File: src/inc/spc_pkg.sv
// Constants and types shared by the serial port configuration and reset block
package spc_pkg;

	// ==========================================================
	// Register addresses
	localparam logic [4:0] REG_CFG_ADDR = 5'h00;
	localparam logic [4:0] REG_OFS_I_ADDR = 5'h08;
	localparam logic [4:0] REG_OFS_Q_ADDR = 5'h0c;

	// ==========================================================
	// Field positions in the configuration and offset registers
	localparam int CFG_BIDIR_BIT = 7;
	localparam int CFG_LSB_FIRST_BIT = 6;
	localparam int CFG_SW_RESET_BIT = 5;
	localparam int CFG_MULT_LSB = 2;
	localparam int CFG_MULT_W = 2;
	localparam int CFG_LOW_W = 5;
	localparam int OFS_STEER_BIT = 7;

	// ==========================================================
	// Reset values
	localparam logic CFG_BIDIR_RST = 1'b0;
	localparam logic CFG_LSB_FIRST_RST = 1'b0;
	localparam logic [4:0] CFG_LOW_RST = 5'h00;
	localparam logic OFS_STEER_RST = 1'b0;
	localparam logic [1:0] MULT_RST = 2'h0;

	// ==========================================================
	// Timing: the system clock settles within this many master clock cycles
	localparam int SETTLE_CYCLES = 200;
	localparam logic [7:0] SETTLE_CNT = 8'(SETTLE_CYCLES);

	// ==========================================================
	// Sample decoder segmentation
	localparam int SAMPLE_W = 14;
	localparam int SEG_HI_W = 5;
	localparam int SEG_MID_W = 4;
	localparam int SEG_LO_W = 5;
	localparam int THERM_HI_W = 31;
	localparam int THERM_MID_W = 15;

	// ==========================================================
	// Types
	typedef struct packed {
		logic strb;
		logic [4:0] addr;
		logic [7:0] data;
	} spc_wr_t;

	typedef struct packed {
		logic bidir;
		logic lsb_first;
		logic [4:0] low;
	} spc_cfg_t;

	typedef enum logic [1:0] {
		SPC_IDLE = 2'b01,
		SPC_ARMED = 2'b10
	} spc_state_t;

endpackage

File: src/logic/spc_serial_cfg.sv
// Serial port configuration, software reset, recovery and multiplier reprogramming
`timescale 1ns/100ps
module spc_serial_cfg #(
	parameter int MULT_W = spc_pkg::CFG_MULT_W
) (
	input wire logic core_clk,
	input wire logic rst_b,
	input wire spc_pkg::spc_wr_t reg_wr,
	input wire logic serial_data_out_pin_tx_data,
	input wire logic serial_data_out_pin_tx_en,
	input wire logic single_resistor_mode,
	input wire logic [spc_pkg::SAMPLE_W-1:0] in_phase_sample,
	input wire logic [spc_pkg::SAMPLE_W-1:0] quadrature_sample,
	output spc_pkg::spc_cfg_t port_cfg,
	output logic sw_reset_pulse,
	output logic [MULT_W-1:0] oscillator_input_multiplier,
	output logic system_clock_settled,
	output logic recovery_armed,
	output logic in_phase_offset_to_complement,
	output logic quadrature_offset_to_complement,
	output logic ref_split_single,
	output logic serial_data_out_pin_o,
	output logic serial_data_out_pin_oe,
	output logic [spc_pkg::THERM_HI_W-1:0] i_therm_hi,
	output logic [spc_pkg::THERM_MID_W-1:0] i_therm_mid,
	output logic [spc_pkg::SEG_LO_W-1:0] i_bin_lo,
	output logic [spc_pkg::THERM_HI_W-1:0] q_therm_hi,
	output logic [spc_pkg::THERM_MID_W-1:0] q_therm_mid,
	output logic [spc_pkg::SEG_LO_W-1:0] q_bin_lo
);

	// ==========================================================
	// Decode helpers
	// Pattern reads the same either way round, so it survives a lost bit order
	function automatic logic is_recovery(input logic [7:0] d);
		return (d[0] == d[7]) && (d[1] == d[6]) && d[2] && d[5] && !d[3] && !d[4];
	endfunction

	function automatic logic is_wr(input spc_pkg::spc_wr_t w, input logic [4:0] a);
		return w.strb && (w.addr == a);
	endfunction

	spc_pkg::spc_state_t state;
	spc_pkg::spc_state_t next_state;
	spc_pkg::spc_cfg_t next_port_cfg;
	logic next_sw_reset_pulse;
	logic [MULT_W-1:0] next_mult;
	logic [7:0] settle_cnt;
	logic [7:0] next_settle_cnt;
	logic next_settled;
	logic next_ofs_i;
	logic next_ofs_q;
	logic next_ref_split;
	logic next_out_data;
	logic next_out_oe;
	logic wr_cfg;
	logic wr_ofs_i;
	logic wr_ofs_q;
	logic soft_rst;
	logic mult_load;

	// ==========================================================
	// Write classification
	always_comb begin
		wr_cfg = is_wr(reg_wr, spc_pkg::REG_CFG_ADDR);
		wr_ofs_i = is_wr(reg_wr, spc_pkg::REG_OFS_I_ADDR);
		wr_ofs_q = is_wr(reg_wr, spc_pkg::REG_OFS_Q_ADDR);
		soft_rst = wr_cfg && reg_wr.data[spc_pkg::CFG_SW_RESET_BIT];
		mult_load = (state == spc_pkg::SPC_ARMED) && wr_cfg
			&& !reg_wr.data[spc_pkg::CFG_SW_RESET_BIT]
			&& (reg_wr.data[7:6] == {port_cfg.bidir, port_cfg.lsb_first});
	end

	// ==========================================================
	// Configuration register; the reset bit is never stored
	always_comb begin
		next_port_cfg = port_cfg;
		next_sw_reset_pulse = soft_rst;
		if (wr_cfg) begin
			// Takes effect on the byte's own strobe, mid-cycle included
			next_port_cfg.bidir = reg_wr.data[spc_pkg::CFG_BIDIR_BIT];
			next_port_cfg.lsb_first = reg_wr.data[spc_pkg::CFG_LSB_FIRST_BIT];
			next_port_cfg.low = reg_wr.data[spc_pkg::CFG_LOW_W-1:0];
		end
	end

	// ==========================================================
	// Offset steering; soft reset returns these to default
	always_comb begin
		next_ofs_i = in_phase_offset_to_complement;
		next_ofs_q = quadrature_offset_to_complement;
		if (soft_rst) begin
			next_ofs_i = spc_pkg::OFS_STEER_RST;
			next_ofs_q = spc_pkg::OFS_STEER_RST;
		end else begin
			if (wr_ofs_i) begin
				next_ofs_i = reg_wr.data[spc_pkg::OFS_STEER_BIT];
			end
			if (wr_ofs_q) begin
				next_ofs_q = reg_wr.data[spc_pkg::OFS_STEER_BIT];
			end
		end
	end

	// ==========================================================
	// Recovery sequence and multiplier settling
	always_comb begin
		next_state = state;
		next_mult = oscillator_input_multiplier;
		next_settle_cnt = (settle_cnt != 8'h00) ? settle_cnt - 8'h01 : 8'h00;
		case (state)
			spc_pkg::SPC_IDLE: begin
				if (wr_cfg && is_recovery(reg_wr.data)) begin
					next_state = spc_pkg::SPC_ARMED;
				end
			end
			spc_pkg::SPC_ARMED: begin
				if (mult_load) begin
					next_mult = reg_wr.data[spc_pkg::CFG_MULT_LSB +: MULT_W];
					next_settle_cnt = spc_pkg::SETTLE_CNT;
					next_state = spc_pkg::SPC_IDLE;
				end else if (wr_cfg && !is_recovery(reg_wr.data)) begin
					// Any other write to the register, except a repeated recovery pattern, breaks the sequence
					next_state = spc_pkg::SPC_IDLE;
				end
			end
			default: begin
				next_state = spc_pkg::SPC_IDLE;
			end
		endcase
		next_settled = (next_settle_cnt == 8'h00);
	end

	// ==========================================================
	// Pins and analog selections
	always_comb begin
		next_out_data = serial_data_out_pin_tx_data;
		// Follows the new mode on the same edge, so no stray drive after a switch
		next_out_oe = serial_data_out_pin_tx_en && !next_port_cfg.bidir;
		next_ref_split = single_resistor_mode;
	end

	// ==========================================================
	// State registers
	always_ff @(posedge core_clk) begin
		if (!rst_b) begin
			state <= spc_pkg::SPC_IDLE;
			port_cfg <= '{bidir: spc_pkg::CFG_BIDIR_RST, lsb_first: spc_pkg::CFG_LSB_FIRST_RST,
				low: spc_pkg::CFG_LOW_RST};
			sw_reset_pulse <= 1'b0;
			oscillator_input_multiplier <= MULT_W'(spc_pkg::MULT_RST);
			settle_cnt <= 8'h00;
			system_clock_settled <= 1'b1;
			recovery_armed <= 1'b0;
			in_phase_offset_to_complement <= spc_pkg::OFS_STEER_RST;
			quadrature_offset_to_complement <= spc_pkg::OFS_STEER_RST;
			ref_split_single <= 1'b0;
			serial_data_out_pin_o <= 1'b0;
			serial_data_out_pin_oe <= 1'b0;
		end else begin
			state <= next_state;
			port_cfg <= next_port_cfg;
			sw_reset_pulse <= next_sw_reset_pulse;
			oscillator_input_multiplier <= next_mult;
			settle_cnt <= next_settle_cnt;
			system_clock_settled <= next_settled;
			recovery_armed <= (next_state == spc_pkg::SPC_ARMED);
			in_phase_offset_to_complement <= next_ofs_i;
			quadrature_offset_to_complement <= next_ofs_q;
			ref_split_single <= next_ref_split;
			serial_data_out_pin_o <= next_out_data;
			serial_data_out_pin_oe <= next_out_oe;
		end
	end

	// ==========================================================
	// Sample decoders, one per channel
	spc_seg_decoder #(.SAMPLE_W(spc_pkg::SAMPLE_W)) u_dec_i (
		.core_clk(core_clk),
		.rst_b(rst_b),
		.sample(in_phase_sample),
		.therm_hi(i_therm_hi),
		.therm_mid(i_therm_mid),
		.bin_lo(i_bin_lo)
	);

	spc_seg_decoder #(.SAMPLE_W(spc_pkg::SAMPLE_W)) u_dec_q (
		.core_clk(core_clk),
		.rst_b(rst_b),
		.sample(quadrature_sample),
		.therm_hi(q_therm_hi),
		.therm_mid(q_therm_mid),
		.bin_lo(q_bin_lo)
	);
endmodule

File: src/logic/spc_seg_decoder.sv
// Segmented current-switch decoder for one channel sample
`timescale 1ns/100ps
module spc_seg_decoder #(
	parameter int SAMPLE_W = spc_pkg::SAMPLE_W
) (
	input wire logic core_clk,
	input wire logic rst_b,
	input wire logic [SAMPLE_W-1:0] sample,
	output logic [spc_pkg::THERM_HI_W-1:0] therm_hi,
	output logic [spc_pkg::THERM_MID_W-1:0] therm_mid,
	output logic [spc_pkg::SEG_LO_W-1:0] bin_lo
);

	// ==========================================================
	// Thermometer code, shared by both unary segments
	function automatic logic [spc_pkg::THERM_HI_W-1:0] therm(input logic [4:0] val);
		logic [spc_pkg::THERM_HI_W-1:0] t;
		t = '0;
		for (int k = 0; k < spc_pkg::THERM_HI_W; k++) begin
			t[k] = (5'(k) < val);
		end
		return t;
	endfunction

	logic [spc_pkg::THERM_HI_W-1:0] next_therm_hi;
	logic [spc_pkg::THERM_MID_W-1:0] next_therm_mid;
	logic [spc_pkg::SEG_LO_W-1:0] next_bin_lo;
	logic [spc_pkg::THERM_HI_W-1:0] mid_full;

	// ==========================================================
	// Split 5-4-5: unary top, unary middle, binary bottom
	always_comb begin
		mid_full = therm({1'b0, sample[SAMPLE_W-spc_pkg::SEG_HI_W-1 -: spc_pkg::SEG_MID_W]});
		next_therm_hi = therm(sample[SAMPLE_W-1 -: spc_pkg::SEG_HI_W]);
		next_therm_mid = mid_full[spc_pkg::THERM_MID_W-1:0];
		next_bin_lo = sample[spc_pkg::SEG_LO_W-1:0];
	end

	// Registered so switch drivers see glitch-free patterns
	always_ff @(posedge core_clk) begin
		if (!rst_b) begin
			therm_hi <= '0;
			therm_mid <= '0;
			bin_lo <= '0;
		end else begin
			therm_hi <= next_therm_hi;
			therm_mid <= next_therm_mid;
			bin_lo <= next_bin_lo;
		end
	end
endmodule

File: config.mk
export PLATFORM = sky130hd
export DESIGN_NAME = spc_serial_cfg
export DESIGN_NICKNAME = d
export VERILOG_FILES = /design/src/inc/spc_pkg.sv /design/src/logic/spc_serial_cfg.sv /design/src/logic/spc_seg_decoder.sv
export SDC_FILE = /design/constraint.sdc
export NUM_CORES = 1
export LEC_CHECK = 0
export BUFFER_PORTS_ARGS = -buffer_cell sky130_fd_sc_hd__buf_2
export CORE_MARGIN = 1
export CORE_UTILIZATION = 40
export DETAILED_ROUTE_END_ITERATION = 8
export HOLD_SLACK_MARGIN = 0.05
export PLACE_DENSITY = 0.68
export SLEW_MARGIN = 20
export SYNTH_ARGS = -nofsm -noshare
export SYNTH_HDL_FRONTEND = slang
export SYNTH_HIERARCHICAL = 1
export SYNTH_SLANG_ARGS = --single-unit
File: constraint.sdc
create_clock -name core_clk -period 2.2 [get_ports core_clk]
set_input_delay 0 -clock core_clk [delete_from_list [all_inputs] [get_ports core_clk]]
set_output_delay 0 -clock core_clk [all_outputs]
set_load 0.02 [all_outputs]
# [Word-level counts from Yosys, hierarchy flattened]
# Index checks and enable logic that the tools add are counted.
# Widths: inputs -> output; s select.
[op_classes] n_bitwise=1 add_sub_neg=1 n_reduce_logical=25 n_mux=8 magnitude_cmp=92 eq_ne=8
[op_table] cell="$lt 5x5->1 const A" n=30
[op_table] cell="$lt 4x5->1 const A" n=16
[op_table] cell="$lt 4x4->1 const A" n=14
[op_table] cell="$lt 3x5->1 const A" n=8
[op_table] cell="$lt 3x4->1 const A" n=8
[op_table] cell="$mux 8" n=3
[op_table] cell="$lt 1x5->1 const A" n=4
[op_table] cell="$lt 2x5->1 const A" n=4
[op_table] cell="$lt 1x4->1 const A" n=4
[op_table] cell="$lt 2x4->1 const A" n=4
[op_table] cell="$logic_and 1x1->1" n=15
[op_table] cell="$eq 5x4->1 const B" n=2
[op_table] cell="$logic_not 8->1" n=1
[op_table] cell="$reduce_bool 8->1" n=1
[op_table] cell="$sub 8x1->8 const B" n=1
[op_table] cell="$mux 7" n=1
[op_table] cell="$mux 2" n=3
[op_table] cell="$logic_not 1->1" n=5
[op_table] cell="$logic_not 5->1" n=1
[op_table] cell="$eq 2x2->1 const B" n=2
[op_table] cell="$pmux 2 s2" n=1
[op_table] cell="$eq 1x1->1" n=2
[op_table] cell="$eq 2x1->1 const B" n=1
[op_table] cell="$eq 2x2->1" n=1
[op_table] cell="3 further kinds" n=3
[word_totals] input_bits=47 out_inout_bits=119 regBits=129 elab_cells=155

# [Longest topological paths before layout]
[logic_depth] depth_word=12 mapped_depth=7 depth_no_buf=6

# [By module]
# The synthesis kept the hierarchy.
[by_module_without_submodules] module="spc_seg_decoder" n_inst=2 seq_area_each_um2=1021.0 cells_each=145 area_per_inst_um2=1470.2
[by_module_without_submodules] module="spc_serial_cfg" n_inst=1 seq_area_each_um2=540.5 cells_each=140 area_per_inst_um2=1232.4

# [Worst setup path after synthesis]
# No wires, ideal clock.
[synth_timing] kind="flip-flop to flip-flop" startpoint="reg settle_cnt[0]" endpoint="reg system_clock_settled" setup_time_ns=0.087 t_arrival_ns=1.467 n_path_buf=1 period_less_slack_ns=1.554 t_required_ns=2.113 stages_incl_launch_ff=7 path_slack_ns=0.646 cell_sequence="dfxtp_1 clkbuf_1 inv_1 ha_1 o41ai_1 a21oi_1 o31ai_1"
[synth_between] elab_chain_len=5 word_cells_on_any_way=6 classes_between="1 x add/sub; 3 x mux; 2 x reduce/logical"
[synth_rtl] item="start: declaration" line_no="spc_serial_cfg.sv:48" rtl="logic [7:0] settle_cnt;"
[synth_rtl] item="start signal: assignment" line_no="spc_serial_cfg.sv:165" rtl="settle_cnt <= next_settle_cnt;"
[synth_rtl] item="$sub 8x1->8 or $reduce_bool 8->1 (tied branches)" line_no="spc_serial_cfg.sv:110" rtl="next_settle_cnt = (settle_cnt != 8'h00) ? settle_cnt - 8'h01 : 8'h00;"
[synth_rtl] item="$mux 8 (*)" line_no="spc_serial_cfg.sv:110"
[synth_rtl] item="$mux 8" line_no="spc_serial_cfg.sv:118" rtl="if (mult_load) begin"
[synth_rtl] item="$mux 8 (*)" line_no="spc_serial_cfg.sv:111" rtl="case (state)"
[synth_rtl] item="$logic_not 8->1 (*)" line_no="spc_serial_cfg.sv:131" rtl="next_settled = (next_settle_cnt == 8'h00);"
[synth_rtl] item="end signal: assignment" line_no="spc_serial_cfg.sv:166" rtl="system_clock_settled <= next_settled;"
[synth_rtl] item="end: declaration" line_no="spc_serial_cfg.sv:17" rtl="output logic system_clock_settled,"
# Every way passes the cells marked *; elsewhere a longest branch is shown, timed or not.
# A chain may end at the register's enable or synchronous reset.

# [Worst setup path after layout]
[layout_timing] startpoint="in reg_wr[8] (netlist bit)" endpoint="reg serial_data_out_pin_oe"
[layout_between] elab_chain_len=5
[layout_rtl] item="start: declaration" line_no="spc_serial_cfg.sv:8" rtl="input wire spc_pkg::spc_wr_t reg_wr,"
[layout_rtl] item="$logic_not 5->1" line_no="spc_serial_cfg.sv:40" rtl="return w.strb && (w.addr == a);"
[layout_rtl] item="$logic_and 1x1->1" line_no="spc_serial_cfg.sv:40"
[layout_rtl] item="$mux 7" line_no="spc_serial_cfg.sv:79" rtl="if (wr_cfg) begin"
[layout_rtl] item="$logic_not 1->1" line_no="spc_serial_cfg.sv:139" rtl="next_out_oe = serial_data_out_pin_tx_en && !next_port_cfg.bidir;"
[layout_rtl] item="$logic_and 1x1->1" line_no="spc_serial_cfg.sv:139"
[layout_rtl] item="end signal: assignment" line_no="spc_serial_cfg.sv:172" rtl="serial_data_out_pin_oe <= next_out_oe;"
[layout_rtl] item="end: declaration" line_no="spc_serial_cfg.sv:23" rtl="output logic serial_data_out_pin_oe,"
# Every way passes these cells.

==> impl_summary.md <==
Cells and area
The final standard cell count with taps included and fillers excluded is slightly above 800. The share of final-layout standard cells stronger than drive strength 1 is between 20% and 30%. The net count of the finished layout is approximately 730. The area added between synthesis and finish is 53.3%. Counting the fill cells in the layout gives 807. Cells fill 64.3% of the core in the end.

Floorplan
The floorplan step defined a core boundary enclosing 0.00995 sq mm. From left edge to right edge, the die measures 104 microns. The die extent in y is approximately 100 microns. The floorplan has 36 rows. The initial utilization of the core area, before any placement, comes to 41.9%. The number of top-level pins is 166. The floorplan step defined a die boundary enclosing 0.0108 sq mm.

Route
After detailed routing, the number of remaining DRC violations is 0. The count of antenna-violating nets left after detailed routing is 0. After the first detailed-routing iteration, the DRC count stood at 150. Dividing the detail-routed wire length by the instance count gives 14.2 microns. The ratio of routed vias to standard cells is 4.85. Summed over all layers, the routed wires come to 11600 microns.

The number of vias in the routed layout is 3977. The first detailed-routing pass ran for 4 iterations.

Yosys
For this run, the number of Yosys warnings is 6. The async set-or-reset flop fraction in the synthesized netlist is 0%. The average instance in the mapped netlist occupies 9.70 sq um. The most used flip-flop cell after synthesis is sky130_fd_sc_hd__dfxtp_1.

In this run the cell area of the synthesized design comes to 0.00417 sq mm. The net count of the mapped netlist is 481. After technology mapping, the gate count stands at 430. The number of register bits inferred by synthesis is 129. Counting flops with a built-in enable in the synthesized netlist gives 0. Summing the sequential cell areas from Yosys gives 61.9% of the chip area. The synthesized netlist contains 44 unique library cells.

Power
In this run the power density over the cells is approximately 960 mW/mm^2. The peak supply drop is 0.677 mV. In this run the static leakage power is 3.10 nW.

Timing
The clock period could shrink to 1900 ps. The worst setup margin is around 300 ps. The peak clock frequency supported by timing is 525 MHz. Setup violations remaining at the end of the flow were counted as 0. After layout, the worst path uses 86.6% of the clock period. Setup repair after global routing left no endpoint under its margin. For the final database, setup skew stands at 7.19 ps.

The setup total negative slack is 0 ps. The number of failing hold endpoints at the final stage came to 0. For the pin with the worst max-slew slack, the measured transition is 649 ps. The worst pin sits at a relative slew slack of 56.7%.

The max-slew violation count is 0.

Hold path
The path with the worst hold slack has its endpoint at oscillator_input_multiplier[0]. Counting instances, the worst hold path has a depth of 5. The startpoint of the worst hold path is reg_wr[12]. The tightest min-delay check is of the primary input to flip-flop type.

Clock network
Clock latency on the worst-skew pair, taken at its later pin, is 520 ps. The clock-pin slew on the worst setup and hold paths is 50 ps. The maximum count of clock buffers along a single path is 2. The clock root buffer master is sky130_fd_sc_hd__clkbuf_8.

The clock buffer count from CTS is 17. Counting every sink on the clock net gives 129. TritonCTS built the clock tree.

The number of setup buffers added after CTS is 0. CTS built an H-tree with a depth of 4.

Critical path
The number of cells traversed by the worst register-to-register path is 5. In this run the register-to-register setup slack is 540 ps. The worst register-to-register path ends at system_clock_settled. The worst setup path is launched from a primary input. By startpoint and endpoint, the worst setup path is classified as primary input to flip-flop.

The startpoint identified for the worst register-to-register timing path is settle_cnt[0]. The largest fanout on the critical path is 8. The worst setup path is captured at a flip-flop.

For the worst setup path, the data required time is 2600 ps. Data on the critical path arrives at its endpoint at 2310 ps.

Job
The max-cap violation count is 0.

Place
The cell count after placement is around 710. The HPWL after detailed placement is 7090 microns. The count of port buffers added during placement is between 150 and 200. At the end of routability-driven placement, the weighted congestion stood at between 0.8 and 0.9.

The pre-CTS setup slack is 573 ps.

GRT
The global-route usage over all layers is between 20% and 30%. The largest net degree at the start of global routing is 23. The via count of the first global-routing pass came to 4081. Global routing finished with a remaining overflow of 0. The global-route wire length before repair is 19200 microns.

The number of antenna violations at the first check in global routing is 0.

Run status
The run finished with clean final reports.
## routing by layer
layer | share of wire (%) | global-route usage (%) | wire [microns] | up-vias
li1 | - | - | - | 1931
met1 | 39 | 24.6 | 4560 | 1832
met2 | 49 | 38.3 | 5760 | 181
met3 | 8.2 | 8.27 | 955 | 33
met4 | 3.1 | 11.7 | 365 | 0
met5 | 0 | 0 | 0 | -
## layout by cell type, fill, tap and decap left out, types with 4 or more instances in the layout
cell type	n
sky130_fd_sc_hd__ha_1	4
sky130_fd_sc_hd__inv_1	26
sky130_fd_sc_hd__a21oi_1	56
sky130_fd_sc_hd__nand2_1	31
sky130_fd_sc_hd__and2_1	13
sky130_fd_sc_hd__clkbuf_16	16
sky130_fd_sc_hd__nor2_1	58
sky130_fd_sc_hd__o31ai_1	4
sky130_fd_sc_hd__xor2_1	5
sky130_fd_sc_hd__nor3_1	12
sky130_fd_sc_hd__dfxtp_1	129
sky130_fd_sc_hd__nand3_1	15
sky130_fd_sc_hd__dlygate4sd3_1	80
sky130_fd_sc_hd__o21ai_0	8
sky130_fd_sc_hd__a31oi_1	7
sky130_fd_sc_hd__buf_2	165
sky130_fd_sc_hd__clkbuf_1	4
## through the flow
step	total power, mW	cell area [sq um]	hold slack (ps)
after floorplan	3.31	4170	96.4
final	6.13	6400	72.9
after detailed placement	3.58	5060	209
after global placement	3.56	5060	204
after global routing	6.43	6400	132
after CTS	6.16	6400	66.9
## worst max path at each step
stage                  startpoint  cells past startpoint                             to
finish                  reg_wr[8]                      7         serial_data_out_pin_oe
global route            reg_wr[8]                      7         serial_data_out_pin_oe
CTS                     reg_wr[8]                      8  in_phase_offset_to_complement
detailed placement  settle_cnt[0]                      5           system_clock_settled
global placement    settle_cnt[0]                      5           system_clock_settled
floorplan           settle_cnt[0]                      6           system_clock_settled
## power breakdown
group	total, mW	internal (mW)	switching, mW
clock network	2.48	1.52	0.961
logic	1.03	0.445	0.586
registers	2.62	2.51	0.106
total	6.13	4.47	1.65
## area by class of cell
class,count,area [sq um],share of cell area [%]
clock buffer,22,443,6.92
antenna,1,2.50,0.0391
timing repair buffer,246,1630,25.5
tap,133,166,2.60
sequential,129,2580,40.4
multi-input combinational,254,1390,21.7
clock inverter,9,85.1,1.33
inverter,26,97.6,1.53
## cell families after synthesis
group                    share of synthesized area [%]
multiplexers                                     0.750
flip-flops                                        61.9
AO/OA/AOI/OAI                                     12.6
adder cells (fa/ha/maj)                           1.20
buffers and inverters                             5.01
XOR/XNOR                                          1.68
AND/OR/NAND/NOR                                   16.9
## flip-flops by register name (all words and copies together), names as in the netlist
signal and cells:
u_dec_i/therm_hi 31, u_dec_q/therm_hi 31, u_dec_i/therm_mid 15, u_dec_q/therm_mid 15
settle_cnt 8, port_cfg 7, u_dec_i/bin_lo 5, u_dec_q/bin_lo 5
oscillator_input_multiplier 2, state 2, in_phase_offset_to_complement 1, quadrature_offset_to_complement 1
recovery_armed 1, ref_split_single 1, serial_data_out_pin_o 1, serial_data_out_pin_oe 1
sw_reset_pulse 1, system_clock_settled 1
## critical path: stages
cell	delay (ps)
sky130_fd_sc_hd__dlygate4sd3_1	540
sky130_fd_sc_hd__buf_2	140
sky130_fd_sc_hd__nor4b_2	400
sky130_fd_sc_hd__nand2_1	300
sky130_fd_sc_hd__mux2i_1	200
sky130_fd_sc_hd__and3_1	190
sky130_fd_sc_hd__dlygate4sd3_1	550
## synth_stat cells, types with 3 or more instances
| cell | instances | area [sq um] |
|---|---|---|
| sky130_fd_sc_hd__a31oi_1 | 7 | 43.8 |
| sky130_fd_sc_hd__buf_2 | 6 | 30.0 |
| sky130_fd_sc_hd__nand3_1 | 15 | 75.1 |
| sky130_fd_sc_hd__and2_1 | 13 | 81.3 |
| sky130_fd_sc_hd__clkbuf_1 | 7 | 26.3 |
| sky130_fd_sc_hd__inv_1 | 26 | 97.6 |
| sky130_fd_sc_hd__buf_4 | 6 | 45.0 |
| sky130_fd_sc_hd__nor2_1 | 58 | 218 |
| sky130_fd_sc_hd__dfxtp_1 | 129 | 2580 |
| sky130_fd_sc_hd__nand2_1 | 31 | 116 |
| sky130_fd_sc_hd__o211ai_1 | 3 | 22.5 |
| sky130_fd_sc_hd__ha_1 | 4 | 50.1 |
| sky130_fd_sc_hd__o31ai_1 | 4 | 30.0 |
| sky130_fd_sc_hd__o21ai_0 | 8 | 40.0 |
| sky130_fd_sc_hd__xnor2_1 | 3 | 26.3 |
| sky130_fd_sc_hd__nor4_1 | 3 | 18.8 |
| sky130_fd_sc_hd__nor3_1 | 12 | 60.1 |
| sky130_fd_sc_hd__xor2_1 | 5 | 43.8 |
| sky130_fd_sc_hd__a21oi_1 | 56 | 280 |
| sky130_fd_sc_hd__o21a_1 | 3 | 22.5 |
## timing repair
item,CTS,global route
resized for setup,0,1
endpoints found under the hold margin,118,0
hold buffers,81,0
endpoints found under the setup margin,0,2
(Power assumes the default switching activity.)
